### config.mk
export PLATFORM = sky130hd
export DESIGN_NAME = cosd_top
export DESIGN_NICKNAME = d
export VERILOG_FILES = /design/src/cosd_pkg.sv /design/src/cosd_db_if.sv /design/src/cosd_top.sv /design/src/cosd_deadband.sv
export SDC_FILE = /design/constraint.sdc
export NUM_CORES = 1
export LEC_CHECK = 0
export BUFFER_PORTS_ARGS = -buffer_cell sky130_fd_sc_hd__buf_2
export CORE_UTILIZATION = 35
export CTS_CLUSTER_SIZE = 8
export DETAILED_ROUTE_END_ITERATION = 6
export PLACE_DENSITY_LB_ADDON = 0.1
export SLEW_MARGIN = 25
export SYNTH_ARGS = -nofsm -noshare
export SYNTH_HDL_FRONTEND = slang
export SYNTH_SLANG_ARGS = --single-unit
export TNS_END_PERCENT = 20
### constraint.sdc
create_clock -name aclk -period 2 [get_ports aclk]
set_input_delay 0.1 -clock aclk [delete_from_list [all_inputs] [get_ports aclk]]
set_output_delay 0.1 -clock aclk [all_outputs]
set_load 0.03 [all_outputs]
### src/cosd_pkg.sv
// Constants, register map and types of the shutdown and dead-band block.
// Assumes one clock domain; every module but the gate model imports the whole package.
// Function
// - With its enable set, limit timer 2 count equal to its period forces shutdown; otherwise it is ignored.
// - With its enable set, limit timer 1 count equal to its period forces shutdown; otherwise it is ignored.
// - With its enable set, a low comparator 2 output forces shutdown; otherwise it has no effect.
// - With its enable set, a low comparator 1 output forces shutdown; otherwise it has no effect.
// - With its enable set, a low fault input pin forces shutdown; otherwise the pin is ignored.
// - With the rising timebase select set, the primary output is delayed by the rising count in chain elements.
// - With the rising timebase select clear, the primary output is delayed by the rising count in clock periods.
// - Unused upper bits of the dead-band counts and source enables ignore writes and read as zero.
// - Pulsed falling sources in edge mode differ from level mode only by the falling phase delay.
// - The falling count delays the complementary output in chain elements or clock periods by its select.
package cosd_pkg;
  localparam int unsigned ADDR_W        = 8;
  localparam int unsigned DATA_W        = 32;
  localparam int unsigned SRC_W         = 5;
  localparam int unsigned DB_W          = 4;
  localparam int unsigned LT_W          = 8;
  localparam int unsigned IRQ_W         = 2;
  localparam int unsigned CHAIN_DIV     = 1;
  localparam logic [7:0] OFS_CTRL_MAIN  = 8'h00;
  localparam logic [7:0] OFS_SRC_EN     = 8'h04;
  localparam logic [7:0] OFS_DB_RISE    = 8'h08;
  localparam logic [7:0] OFS_DB_FALL    = 8'h0C;
  localparam logic [7:0] OFS_DB_CFG     = 8'h10;
  localparam logic [7:0] OFS_IRQ_STS    = 8'h14;
  localparam logic [7:0] OFS_IRQ_MASK   = 8'h18;
  localparam logic [7:0] OFS_SRC_LIVE   = 8'h1C;
  localparam logic [7:0] ADDR_WORD_MASK = 8'hFC;
  localparam int unsigned BIT_FLAG      = 7;
  localparam int unsigned BIT_AUTO      = 6;
  localparam int unsigned LVL1_LSB      = 4;
  localparam int unsigned LVL0_LSB      = 2;
  localparam int unsigned SRC_FLT       = 0;
  localparam int unsigned SRC_C1        = 1;
  localparam int unsigned SRC_C2        = 2;
  localparam int unsigned SRC_LT1       = 3;
  localparam int unsigned SRC_LT2       = 4;
  localparam int unsigned CFG_RISE_TB   = 0;
  localparam int unsigned CFG_FALL_TB   = 1;
  localparam int unsigned IRQ_ENTER     = 0;
  localparam int unsigned IRQ_RESUME    = 1;
  localparam logic [1:0] RST_LVL        = 2'h0;
  localparam logic [SRC_W-1:0] RST_SRC_EN = 5'h00;
  localparam logic [DB_W-1:0] RST_DB    = 4'h0;
  localparam logic [1:0] RST_CFG        = 2'h0;
  localparam logic [IRQ_W-1:0] RST_IRQ  = 2'h0;
  localparam logic [1:0] RESP_OKAY      = 2'h0;
  localparam logic [1:0] RESP_SLVERR    = 2'h2;
  typedef enum logic [1:0] {
    OVR_ZERO  = 2'h0,
    OVR_ONE   = 2'h1,
    OVR_INACT = 2'h2,
    OVR_HIZ   = 2'h3
  } cosd_ovr_t;
  typedef enum logic [1:0] {
    ST_RUN  = 2'h0,
    ST_HOLD = 2'h1,
    ST_WAIT = 2'h3
  } cosd_state_t;
endpackage

### src/cosd_db_if.sv
// Carrier between the shutdown block and one dead-band delay unit.
// Assumes both ends run on the same clock.
interface cosd_db_if;
  import cosd_pkg::*;
  logic            level_in;
  logic [DB_W-1:0] count;
  logic            tb_sel;
  logic            chain_tick;
  logic            level_out;
  modport drv (output level_in, output count, output tb_sel, output chain_tick, input level_out);
  modport dly (input level_in, input count, input tb_sel, input chain_tick, output level_out);
endinterface

### src/cosd_top.sv
// Auto-shutdown and dead-band stage of the complementary waveform generator, AXI4-Lite slave.
// Assumes wave_in, polarity and limit timer values come from logic on aclk; pins are asynchronous.
//
// Chosen here: the address map and register access over AXI4-Lite.
module cosd_top
  import cosd_pkg::*;
(
  input  wire logic              aclk,
  input  wire logic              aresetn,
  input  wire logic [ADDR_W-1:0] s_axi_awaddr,
  input  wire logic              s_axi_awvalid,
  output logic                   s_axi_awready,
  input  wire logic [DATA_W-1:0] s_axi_wdata,
  input  wire logic [3:0]        s_axi_wstrb,
  input  wire logic              s_axi_wvalid,
  output logic                   s_axi_wready,
  output logic [1:0]             s_axi_bresp,
  output logic                   s_axi_bvalid,
  input  wire logic              s_axi_bready,
  input  wire logic [ADDR_W-1:0] s_axi_araddr,
  input  wire logic              s_axi_arvalid,
  output logic                   s_axi_arready,
  output logic [DATA_W-1:0]      s_axi_rdata,
  output logic [1:0]             s_axi_rresp,
  output logic                   s_axi_rvalid,
  input  wire logic              s_axi_rready,
  input  wire logic              wave_in,
  input  wire logic              out0_polarity,
  input  wire logic              out1_polarity,
  input  wire logic              fault_input_pin,
  input  wire logic              comparator1_out,
  input  wire logic              comparator2_out,
  input  wire logic [LT_W-1:0]   limit_timer1_count,
  input  wire logic [LT_W-1:0]   limit_timer1_period,
  input  wire logic [LT_W-1:0]   limit_timer2_count,
  input  wire logic [LT_W-1:0]   limit_timer2_period,
  output logic                   primary_output,
  output logic                   primary_output_oe,
  output logic                   complementary_output,
  output logic                   complementary_output_oe,
  output logic                   irq
);
  logic              awready_r, wready_r, bvalid_r, arready_r, rvalid_r;
  logic [1:0]        bresp_r, rresp_r, lvl1_r, lvl0_r, cfg_r;
  logic [DATA_W-1:0] rdata_r, wdata_r, rd_mux;
  logic [ADDR_W-1:0] awaddr_r, wr_word, rd_word;
  logic [3:0]        wstrb_r;
  logic              aw_have_r, w_have_r, aw_take, w_take, ar_take, wr_fire;
  logic              aw_have_nxt, w_have_nxt, bvalid_nxt, rvalid_nxt;
  logic              wr_ctrl, wr_src, wr_dbr, wr_dbf, wr_cfg, wr_sts, wr_mask, wr_hit;
  logic              flag_r, auto_r, rd_hit, wave_d_r, rise_ev, trip, chain_tick;
  logic [SRC_W-1:0]  src_en_r, src_act;
  logic [DB_W-1:0]   dbr_r, dbf_r, chain_cnt_r;
  logic [IRQ_W-1:0]  sts_r, mask_r, sts_set;
  logic [2:0]        pin_s1_r, pin_s2_r;
  logic              irq_r, p_out_r, p_oe_r, c_out_r, c_oe_r;
  cosd_state_t       state_r, state_nxt;

  cosd_db_if db_rise ();
  cosd_db_if db_fall ();

  assign s_axi_awready = awready_r;
  assign s_axi_wready  = wready_r;
  assign s_axi_bvalid  = bvalid_r;
  assign s_axi_bresp   = bresp_r;
  assign s_axi_arready = arready_r;
  assign s_axi_rvalid  = rvalid_r;
  assign s_axi_rdata   = rdata_r;
  assign s_axi_rresp   = rresp_r;
  assign primary_output          = p_out_r;
  assign primary_output_oe       = p_oe_r;
  assign complementary_output    = c_out_r;
  assign complementary_output_oe = c_oe_r;
  assign irq = irq_r;

  // Write channel: address and data are taken in either order, one write at a time.
  assign aw_take = s_axi_awvalid && awready_r;
  assign w_take  = s_axi_wvalid && wready_r;
  assign wr_fire = aw_have_r && w_have_r && !bvalid_r;
  assign wr_word = awaddr_r & ADDR_WORD_MASK;
  assign wr_ctrl = wr_fire && wr_word == OFS_CTRL_MAIN && wstrb_r[0];
  assign wr_src  = wr_fire && wr_word == OFS_SRC_EN && wstrb_r[0];
  assign wr_dbr  = wr_fire && wr_word == OFS_DB_RISE && wstrb_r[0];
  assign wr_dbf  = wr_fire && wr_word == OFS_DB_FALL && wstrb_r[0];
  assign wr_cfg  = wr_fire && wr_word == OFS_DB_CFG && wstrb_r[0];
  assign wr_sts  = wr_fire && wr_word == OFS_IRQ_STS && wstrb_r[0];
  assign wr_mask = wr_fire && wr_word == OFS_IRQ_MASK && wstrb_r[0];
  assign wr_hit  = wr_word <= OFS_SRC_LIVE;

  always_comb begin
    aw_have_nxt = wr_fire ? 1'b0 : (aw_have_r || aw_take);
    w_have_nxt  = wr_fire ? 1'b0 : (w_have_r || w_take);
    bvalid_nxt  = wr_fire ? 1'b1 : (bvalid_r && !s_axi_bready);
    rvalid_nxt  = ar_take ? 1'b1 : (rvalid_r && !s_axi_rready);
  end

  always_ff @(posedge aclk) begin
    if (!aresetn) begin
      aw_have_r <= 1'b0;
      w_have_r  <= 1'b0;
      awready_r <= 1'b0;
      wready_r  <= 1'b0;
      bvalid_r  <= 1'b0;
      bresp_r   <= RESP_OKAY;
      awaddr_r  <= '0;
      wdata_r   <= '0;
      wstrb_r   <= 4'h0;
    end else begin
      aw_have_r <= aw_have_nxt;
      w_have_r  <= w_have_nxt;
      awready_r <= !aw_have_nxt && !bvalid_nxt;
      wready_r  <= !w_have_nxt && !bvalid_nxt;
      bvalid_r  <= bvalid_nxt;
      if (aw_take) begin
        awaddr_r <= s_axi_awaddr;
      end
      if (w_take) begin
        wdata_r <= s_axi_wdata;
        wstrb_r <= s_axi_wstrb;
      end
      if (wr_fire) begin
        bresp_r <= wr_hit ? RESP_OKAY : RESP_SLVERR;
      end
    end
  end

  // Read channel: one read at a time, data registered on the same edge that takes the address.
  assign ar_take = s_axi_arvalid && arready_r;
  assign rd_word = s_axi_araddr & ADDR_WORD_MASK;

  always_comb begin
    rd_mux = '0;
    rd_hit = 1'b1;
    case (rd_word)
      OFS_CTRL_MAIN: rd_mux = {24'h000000, flag_r, auto_r, lvl1_r, lvl0_r, 2'h0};
      OFS_SRC_EN:    rd_mux = {27'h0000000, src_en_r};
      OFS_DB_RISE:   rd_mux = {28'h0000000, dbr_r};
      OFS_DB_FALL:   rd_mux = {28'h0000000, dbf_r};
      OFS_DB_CFG:    rd_mux = {30'h00000000, cfg_r};
      OFS_IRQ_STS:   rd_mux = {30'h00000000, sts_r};
      OFS_IRQ_MASK:  rd_mux = {30'h00000000, mask_r};
      OFS_SRC_LIVE:  rd_mux = {27'h0000000, src_act};
      default:       rd_hit = 1'b0;
    endcase
  end

  always_ff @(posedge aclk) begin
    if (!aresetn) begin
      arready_r <= 1'b0;
      rvalid_r  <= 1'b0;
      rdata_r   <= '0;
      rresp_r   <= RESP_OKAY;
    end else begin
      arready_r <= !rvalid_nxt;
      rvalid_r  <= rvalid_nxt;
      if (ar_take) begin
        rdata_r <= rd_mux;
        rresp_r <= rd_hit ? RESP_OKAY : RESP_SLVERR;
      end
    end
  end

  // Pins and comparator outputs are asynchronous; only the second stage is read.
  always_ff @(posedge aclk) begin
    if (!aresetn) begin
      pin_s1_r <= 3'h7;
      pin_s2_r <= 3'h7;
    end else begin
      pin_s1_r <= {comparator2_out, comparator1_out, fault_input_pin};
      pin_s2_r <= pin_s1_r;
    end
  end

  always_comb begin
    src_act          = '0;
    src_act[SRC_FLT] = !pin_s2_r[0];
    src_act[SRC_C1]  = !pin_s2_r[1];
    src_act[SRC_C2]  = !pin_s2_r[2];
    src_act[SRC_LT1] = limit_timer1_count == limit_timer1_period;
    src_act[SRC_LT2] = limit_timer2_count == limit_timer2_period;
  end

  // A disabled source is masked out here, so it never reaches the flag.
  assign trip = |(src_act & src_en_r);

  always_ff @(posedge aclk) begin
    if (!aresetn) begin
      src_en_r <= RST_SRC_EN;
    end else if (wr_src) begin
      src_en_r <= wdata_r[SRC_W-1:0];
    end
  end

  // A live source beats a software clear; auto-restart drops the flag once all are quiet.
  always_ff @(posedge aclk) begin
    if (!aresetn) begin
      flag_r <= 1'b0;
    end else if (trip) begin
      flag_r <= 1'b1;
    end else if (wr_ctrl) begin
      flag_r <= wdata_r[BIT_FLAG];
    end else if (auto_r) begin
      flag_r <= 1'b0;
    end
  end

  always_ff @(posedge aclk) begin
    if (!aresetn) begin
      auto_r <= 1'b0;
      lvl1_r <= RST_LVL;
      lvl0_r <= RST_LVL;
    end else if (wr_ctrl) begin
      auto_r <= wdata_r[BIT_AUTO];
      lvl1_r <= wdata_r[LVL1_LSB +: 2];
      lvl0_r <= wdata_r[LVL0_LSB +: 2];
    end
  end

  always_ff @(posedge aclk) begin
    if (!aresetn) begin
      dbr_r <= RST_DB;
      dbf_r <= RST_DB;
      cfg_r <= RST_CFG;
    end else begin
      if (wr_dbr) dbr_r <= wdata_r[DB_W-1:0];
      if (wr_dbf) dbf_r <= wdata_r[DB_W-1:0];
      if (wr_cfg) cfg_r <= wdata_r[1:0];
    end
  end

  // Pulsed falling sources arrive already phase-delayed upstream, so edge and level mode look alike here.
  always_ff @(posedge aclk) begin
    if (!aresetn) begin
      wave_d_r <= 1'b0;
    end else begin
      wave_d_r <= wave_in;
    end
  end
  assign rise_ev = wave_in && !wave_d_r;

  // Outputs stay held after the flag drops until the next rising event, so no runt pulse escapes.
  always_comb begin
    state_nxt = state_r;
    case (state_r)
      ST_RUN:  if (flag_r) state_nxt = ST_HOLD;
      ST_HOLD: if (!flag_r) state_nxt = ST_WAIT;
      ST_WAIT: begin
        if (flag_r) begin
          state_nxt = ST_HOLD;
        end else if (rise_ev) begin
          state_nxt = ST_RUN;
        end
      end
      default: state_nxt = ST_HOLD;
    endcase
  end

  always_ff @(posedge aclk) begin
    if (!aresetn) begin
      state_r <= ST_RUN;
    end else begin
      state_r <= state_nxt;
    end
  end

  // Delay-chain elements are modelled as ticks of a divider on aclk.
  always_ff @(posedge aclk) begin
    if (!aresetn) begin
      chain_cnt_r <= RST_DB;
    end else if (chain_tick) begin
      chain_cnt_r <= RST_DB;
    end else begin
      chain_cnt_r <= chain_cnt_r + 4'h1;
    end
  end
  assign chain_tick = chain_cnt_r >= DB_W'(CHAIN_DIV - 1);

  assign db_rise.level_in   = wave_in;
  assign db_rise.count      = dbr_r;
  assign db_rise.tb_sel     = cfg_r[CFG_RISE_TB];
  assign db_rise.chain_tick = chain_tick;
  assign db_fall.level_in   = !wave_in;
  assign db_fall.count      = dbf_r;
  assign db_fall.tb_sel     = cfg_r[CFG_FALL_TB];
  assign db_fall.chain_tick = chain_tick;

  cosd_deadband u_db_rise (
    .aclk    (aclk),
    .aresetn (aresetn),
    .db      (db_rise)
  );

  cosd_deadband u_db_fall (
    .aclk    (aclk),
    .aresetn (aresetn),
    .db      (db_fall)
  );

  function automatic logic [1:0] cosd_drive(input logic [1:0] ovr, input logic pol);
    case (ovr)
      OVR_ZERO:  return 2'b10;
      OVR_ONE:   return 2'b11;
      OVR_INACT: return {1'b1, pol};
      default:   return 2'b00;
    endcase
  endfunction

  always_ff @(posedge aclk) begin
    if (!aresetn) begin
      {p_oe_r, p_out_r} <= 2'b00;
      {c_oe_r, c_out_r} <= 2'b00;
    end else if (state_r != ST_RUN) begin
      {p_oe_r, p_out_r} <= cosd_drive(lvl0_r, out0_polarity);
      {c_oe_r, c_out_r} <= cosd_drive(lvl1_r, out1_polarity);
    end else begin
      {p_oe_r, p_out_r} <= {1'b1, db_rise.level_out ^ out0_polarity};
      {c_oe_r, c_out_r} <= {1'b1, db_fall.level_out ^ out1_polarity};
    end
  end

  // Interrupt status: a new event wins over a write-one-to-clear in the same cycle.
  always_comb begin
    sts_set             = '0;
    sts_set[IRQ_ENTER]  = state_r == ST_RUN && state_nxt == ST_HOLD;
    sts_set[IRQ_RESUME] = state_r == ST_WAIT && state_nxt == ST_RUN;
  end

  always_ff @(posedge aclk) begin
    if (!aresetn) begin
      sts_r  <= RST_IRQ;
      mask_r <= RST_IRQ;
      irq_r  <= 1'b0;
    end else begin
      sts_r <= (sts_r & ~(wr_sts ? wdata_r[IRQ_W-1:0] : RST_IRQ)) | sts_set;
      if (wr_mask) mask_r <= wdata_r[IRQ_W-1:0];
      irq_r <= |(sts_r & mask_r);
    end
  end
endmodule

### src/cosd_deadband.sv
// Dead-band unit: delays the rising edge of its input, passes the falling edge at once.
// Assumes the driver holds count and select steady while a delay runs.
module cosd_deadband
  import cosd_pkg::*;
(
  input  wire logic aclk,
  input  wire logic aresetn,
  cosd_db_if.dly    db
);
  logic [DB_W-1:0] cnt_r;
  logic            out_r;
  logic            tick;

  assign tick = db.tb_sel ? db.chain_tick : 1'b1;
  assign db.level_out = out_r;

  always_ff @(posedge aclk) begin
    if (!aresetn) begin
      cnt_r <= RST_DB;
      out_r <= 1'b0;
    end else if (!db.level_in) begin
      cnt_r <= RST_DB;
      out_r <= 1'b0;
    end else if (!out_r) begin
      if (cnt_r >= db.count) begin
        out_r <= 1'b1;
      end else if (tick) begin
        cnt_r <= cnt_r + 4'h1;
      end
    end
  end
endmodule

==> metrics <==
status complete, no violations; EDFF count, synth 0; post-synthesis area per instance 8.59 um^2; vias per cell 4.75; GR Overflow Total 0; Ports 143; WP data required 2290 ps; routability-driven placement congestion ratio 0.752; DR vias 3,260; Bufs on Longest Clock Path 2; vias in the first global route 3,050; FFs w/ async S/R, synth 0; Max VDD drop 0.315 mV; Post-Synth Adder-Cell Area 0.0329; #FFs+latches synth 81; share of cells above drive strength 1 0.225; startpoint types flop; Worst Path Arrival 2100 ps; die area 11,300 um^2; post-DP HPWL 6680 um; simple-gate share of the synthesized area 0.237; Die H 106 um; fraction of the yosys area taken by sequential cells 0.426; Final period util 0.906; yosys warns 0; clk slew on worst S/H paths 80 ps; Finished Core Util 0.452; Synth Flop Type dfxtp_1; RSZ-0062 raised after global routing false; Period minus WS final 1810 ps; TritonCTS Buffers 9; Synth Area in Compound Gates 0.123; main combinational cell family by area after synthesis simple AND/OR/NAND/NOR gates; clk sinks 81; Tightest Pin Transition 627 ps; Syn Inst Count 443; Total Routing Usage GR 0.166; synth unique cells 46; WL final 8900 um; Root Buffer Master clkbuf_8; setup violators final 0; # rows 37; fillcell total 1,053; DRT antenna net count 0; Leak Pwr 1.89 nW; design area 4700 um^2; CTS resizes 0; number of max-cap violations 0; Initial DRC Count 130; mux contribution to synthesized area 0.0444; Final #Nets 653; Die X 106 um; first-pass GRT wire length 14,500 um; kind of critical path reg2reg; Peak Freq 552 MHz; initial antenna violation count 0; Worst Skew 8.67 ps; Setup TNS 0 ps; clk_lat worst skew 360 ps; CTS tree yes; core area 10,400 um^2; Hold Path Class in2reg; Placed Area 4300 um^2; final slew viol count 0; Remaining DRCs 0; routed len/inst 13.0 um; Rel. slew slack 0.580; Initial Util 0.365; area delta synth->final 23.6%; crit-path max FO 3; Antenna diodes 0; Critical Path End Type flop; most frequent cells in the layout buf_2 (85), dfxtp_1 (81), nand2_1 (75), a21oi_1 (45); largest net degree at the start of global routing 40; Detailed Routing Iterations Pass 1 4; post-synthesis xor/xnor area fraction 0.0506; Post-Syn Area 3800 um^2; final hold vios 0; Worst R2R Setup Slack 190 ps; Pwr Density 732 nW/um^2; commonest non-fill, non-tap cell in the layout buf_2; port bufs 85; htree depth 3
-- metal layers --
layer | vias up | part of all wire | wire [um] | global-route usage
met5 | - | 0 | 0 | 0
met4 | 0 | 0.015 | 130 | 0.0625
met3 | 10 | 0.057 | 503 | 0.0319
met2 | 108 | 0.46 | 4110 | 0.280
met1 | 1471 | 0.47 | 4150 | 0.209
li1 | 1671 | - | - | -
-- worst max-delay path, cell delays in order, from the launching register on --
cell and delay, ps:
dfxtp_1 400, inv_1 60, ha_1 300, a211oi_1 280, o21ai_0 200, or3_1 370
a21oi_1 140
-- path summary, 6_finish.rpt --
kind                         start                 end  cells after the start
setup / recovery  db_rise.count[3]  u_db_rise.cnt_r[3]                      6
hold / removal     s_axi_awaddr[4]         awaddr_r[4]                      3
setup reg to reg  db_rise.count[3]  u_db_rise.cnt_r[3]                      6
hold reg to reg        pin_s1_r[1]         pin_s2_r[1]                      1
-- Yosys cell counts (3+ instances only) --
cell type,n,area [um^2]
buf_4,27,203
a211oi_1,6,45.0
nand3b_1,3,22.5
ha_1,10,125
inv_1,13,48.8
nor2b_1,4,25.0
clkbuf_1,10,37.5
and2_1,4,25.0
dfxtp_1,81,1620
a22oi_1,4,30.0
mux4_2,3,67.6
xnor2_1,20,175
o211ai_1,3,22.5
a21oi_2,5,43.8
nor2_1,25,93.8
a21oi_1,45,225
buf_1,3,11.3
nand3_1,26,130
nor3_1,6,30.0
and3_1,5,31.3
nand2b_1,15,93.8
mux2i_1,9,90.1
o21ai_0,7,35.0
nand2_1,75,282
nand4_1,9,56.3
-- report_power, final --
part,switching [mW],internal [mW],leakage [nW]
clock,0.598,0.772,0.109
sequential,0.0381,1.65,0.659
combinational,0.230,0.152,1.12
-- layout make-up --
cell class	count	area, um^2	area share
inverter	13	48.8	0.0104
clock inverter	4	75.1	0.0160
tap	136	170	0.0362
sequential	81	1620	0.345
timing repair buffer	111	676	0.144
multi-input combinational	330	1960	0.416
clock buffer	12	155	0.0330
-- registers in the layout, summed over array words and instances, names as in the netlist, 3 cells and up --
signal	flops
awaddr_r	6
db_fall.count	4
db_rise.count	4
pin_s1_r	3
pin_s2_r	3
s_axi_rdata	8
src_en_r	5
u_db_fall.cnt_r	4
u_db_rise.cnt_r	4
wdata_r	8
-- through the flow --
stage	worst slack [ps]	total power, mW	instances	hold WS, ps
detailed placement	224	2.09	654	283
floorplan	292	1.99	468	173
global route	44.1	3.61	687	22.0
CTS	207	3.48	687	5.55
finish	188	3.44	687	12.2
global placement	267	2.08	654	284
-- kinds of logic after synthesis --
family,after synthesis
fa+ha+maj,10
flops,81
compound gates,77
mux,13
other cells,1
simple gates,182
buf+inv,57
xor+xnor,22
-- timing repair --
| action | 4_1_cts | 5_1_grt |
|---|---|---|
| endpoints found under the hold margin | 17 | 0 |
| buffers inserted | 0 | 0 |
| hold buffers | 17 | 0 |
Power figures use the tool's default switching activity.
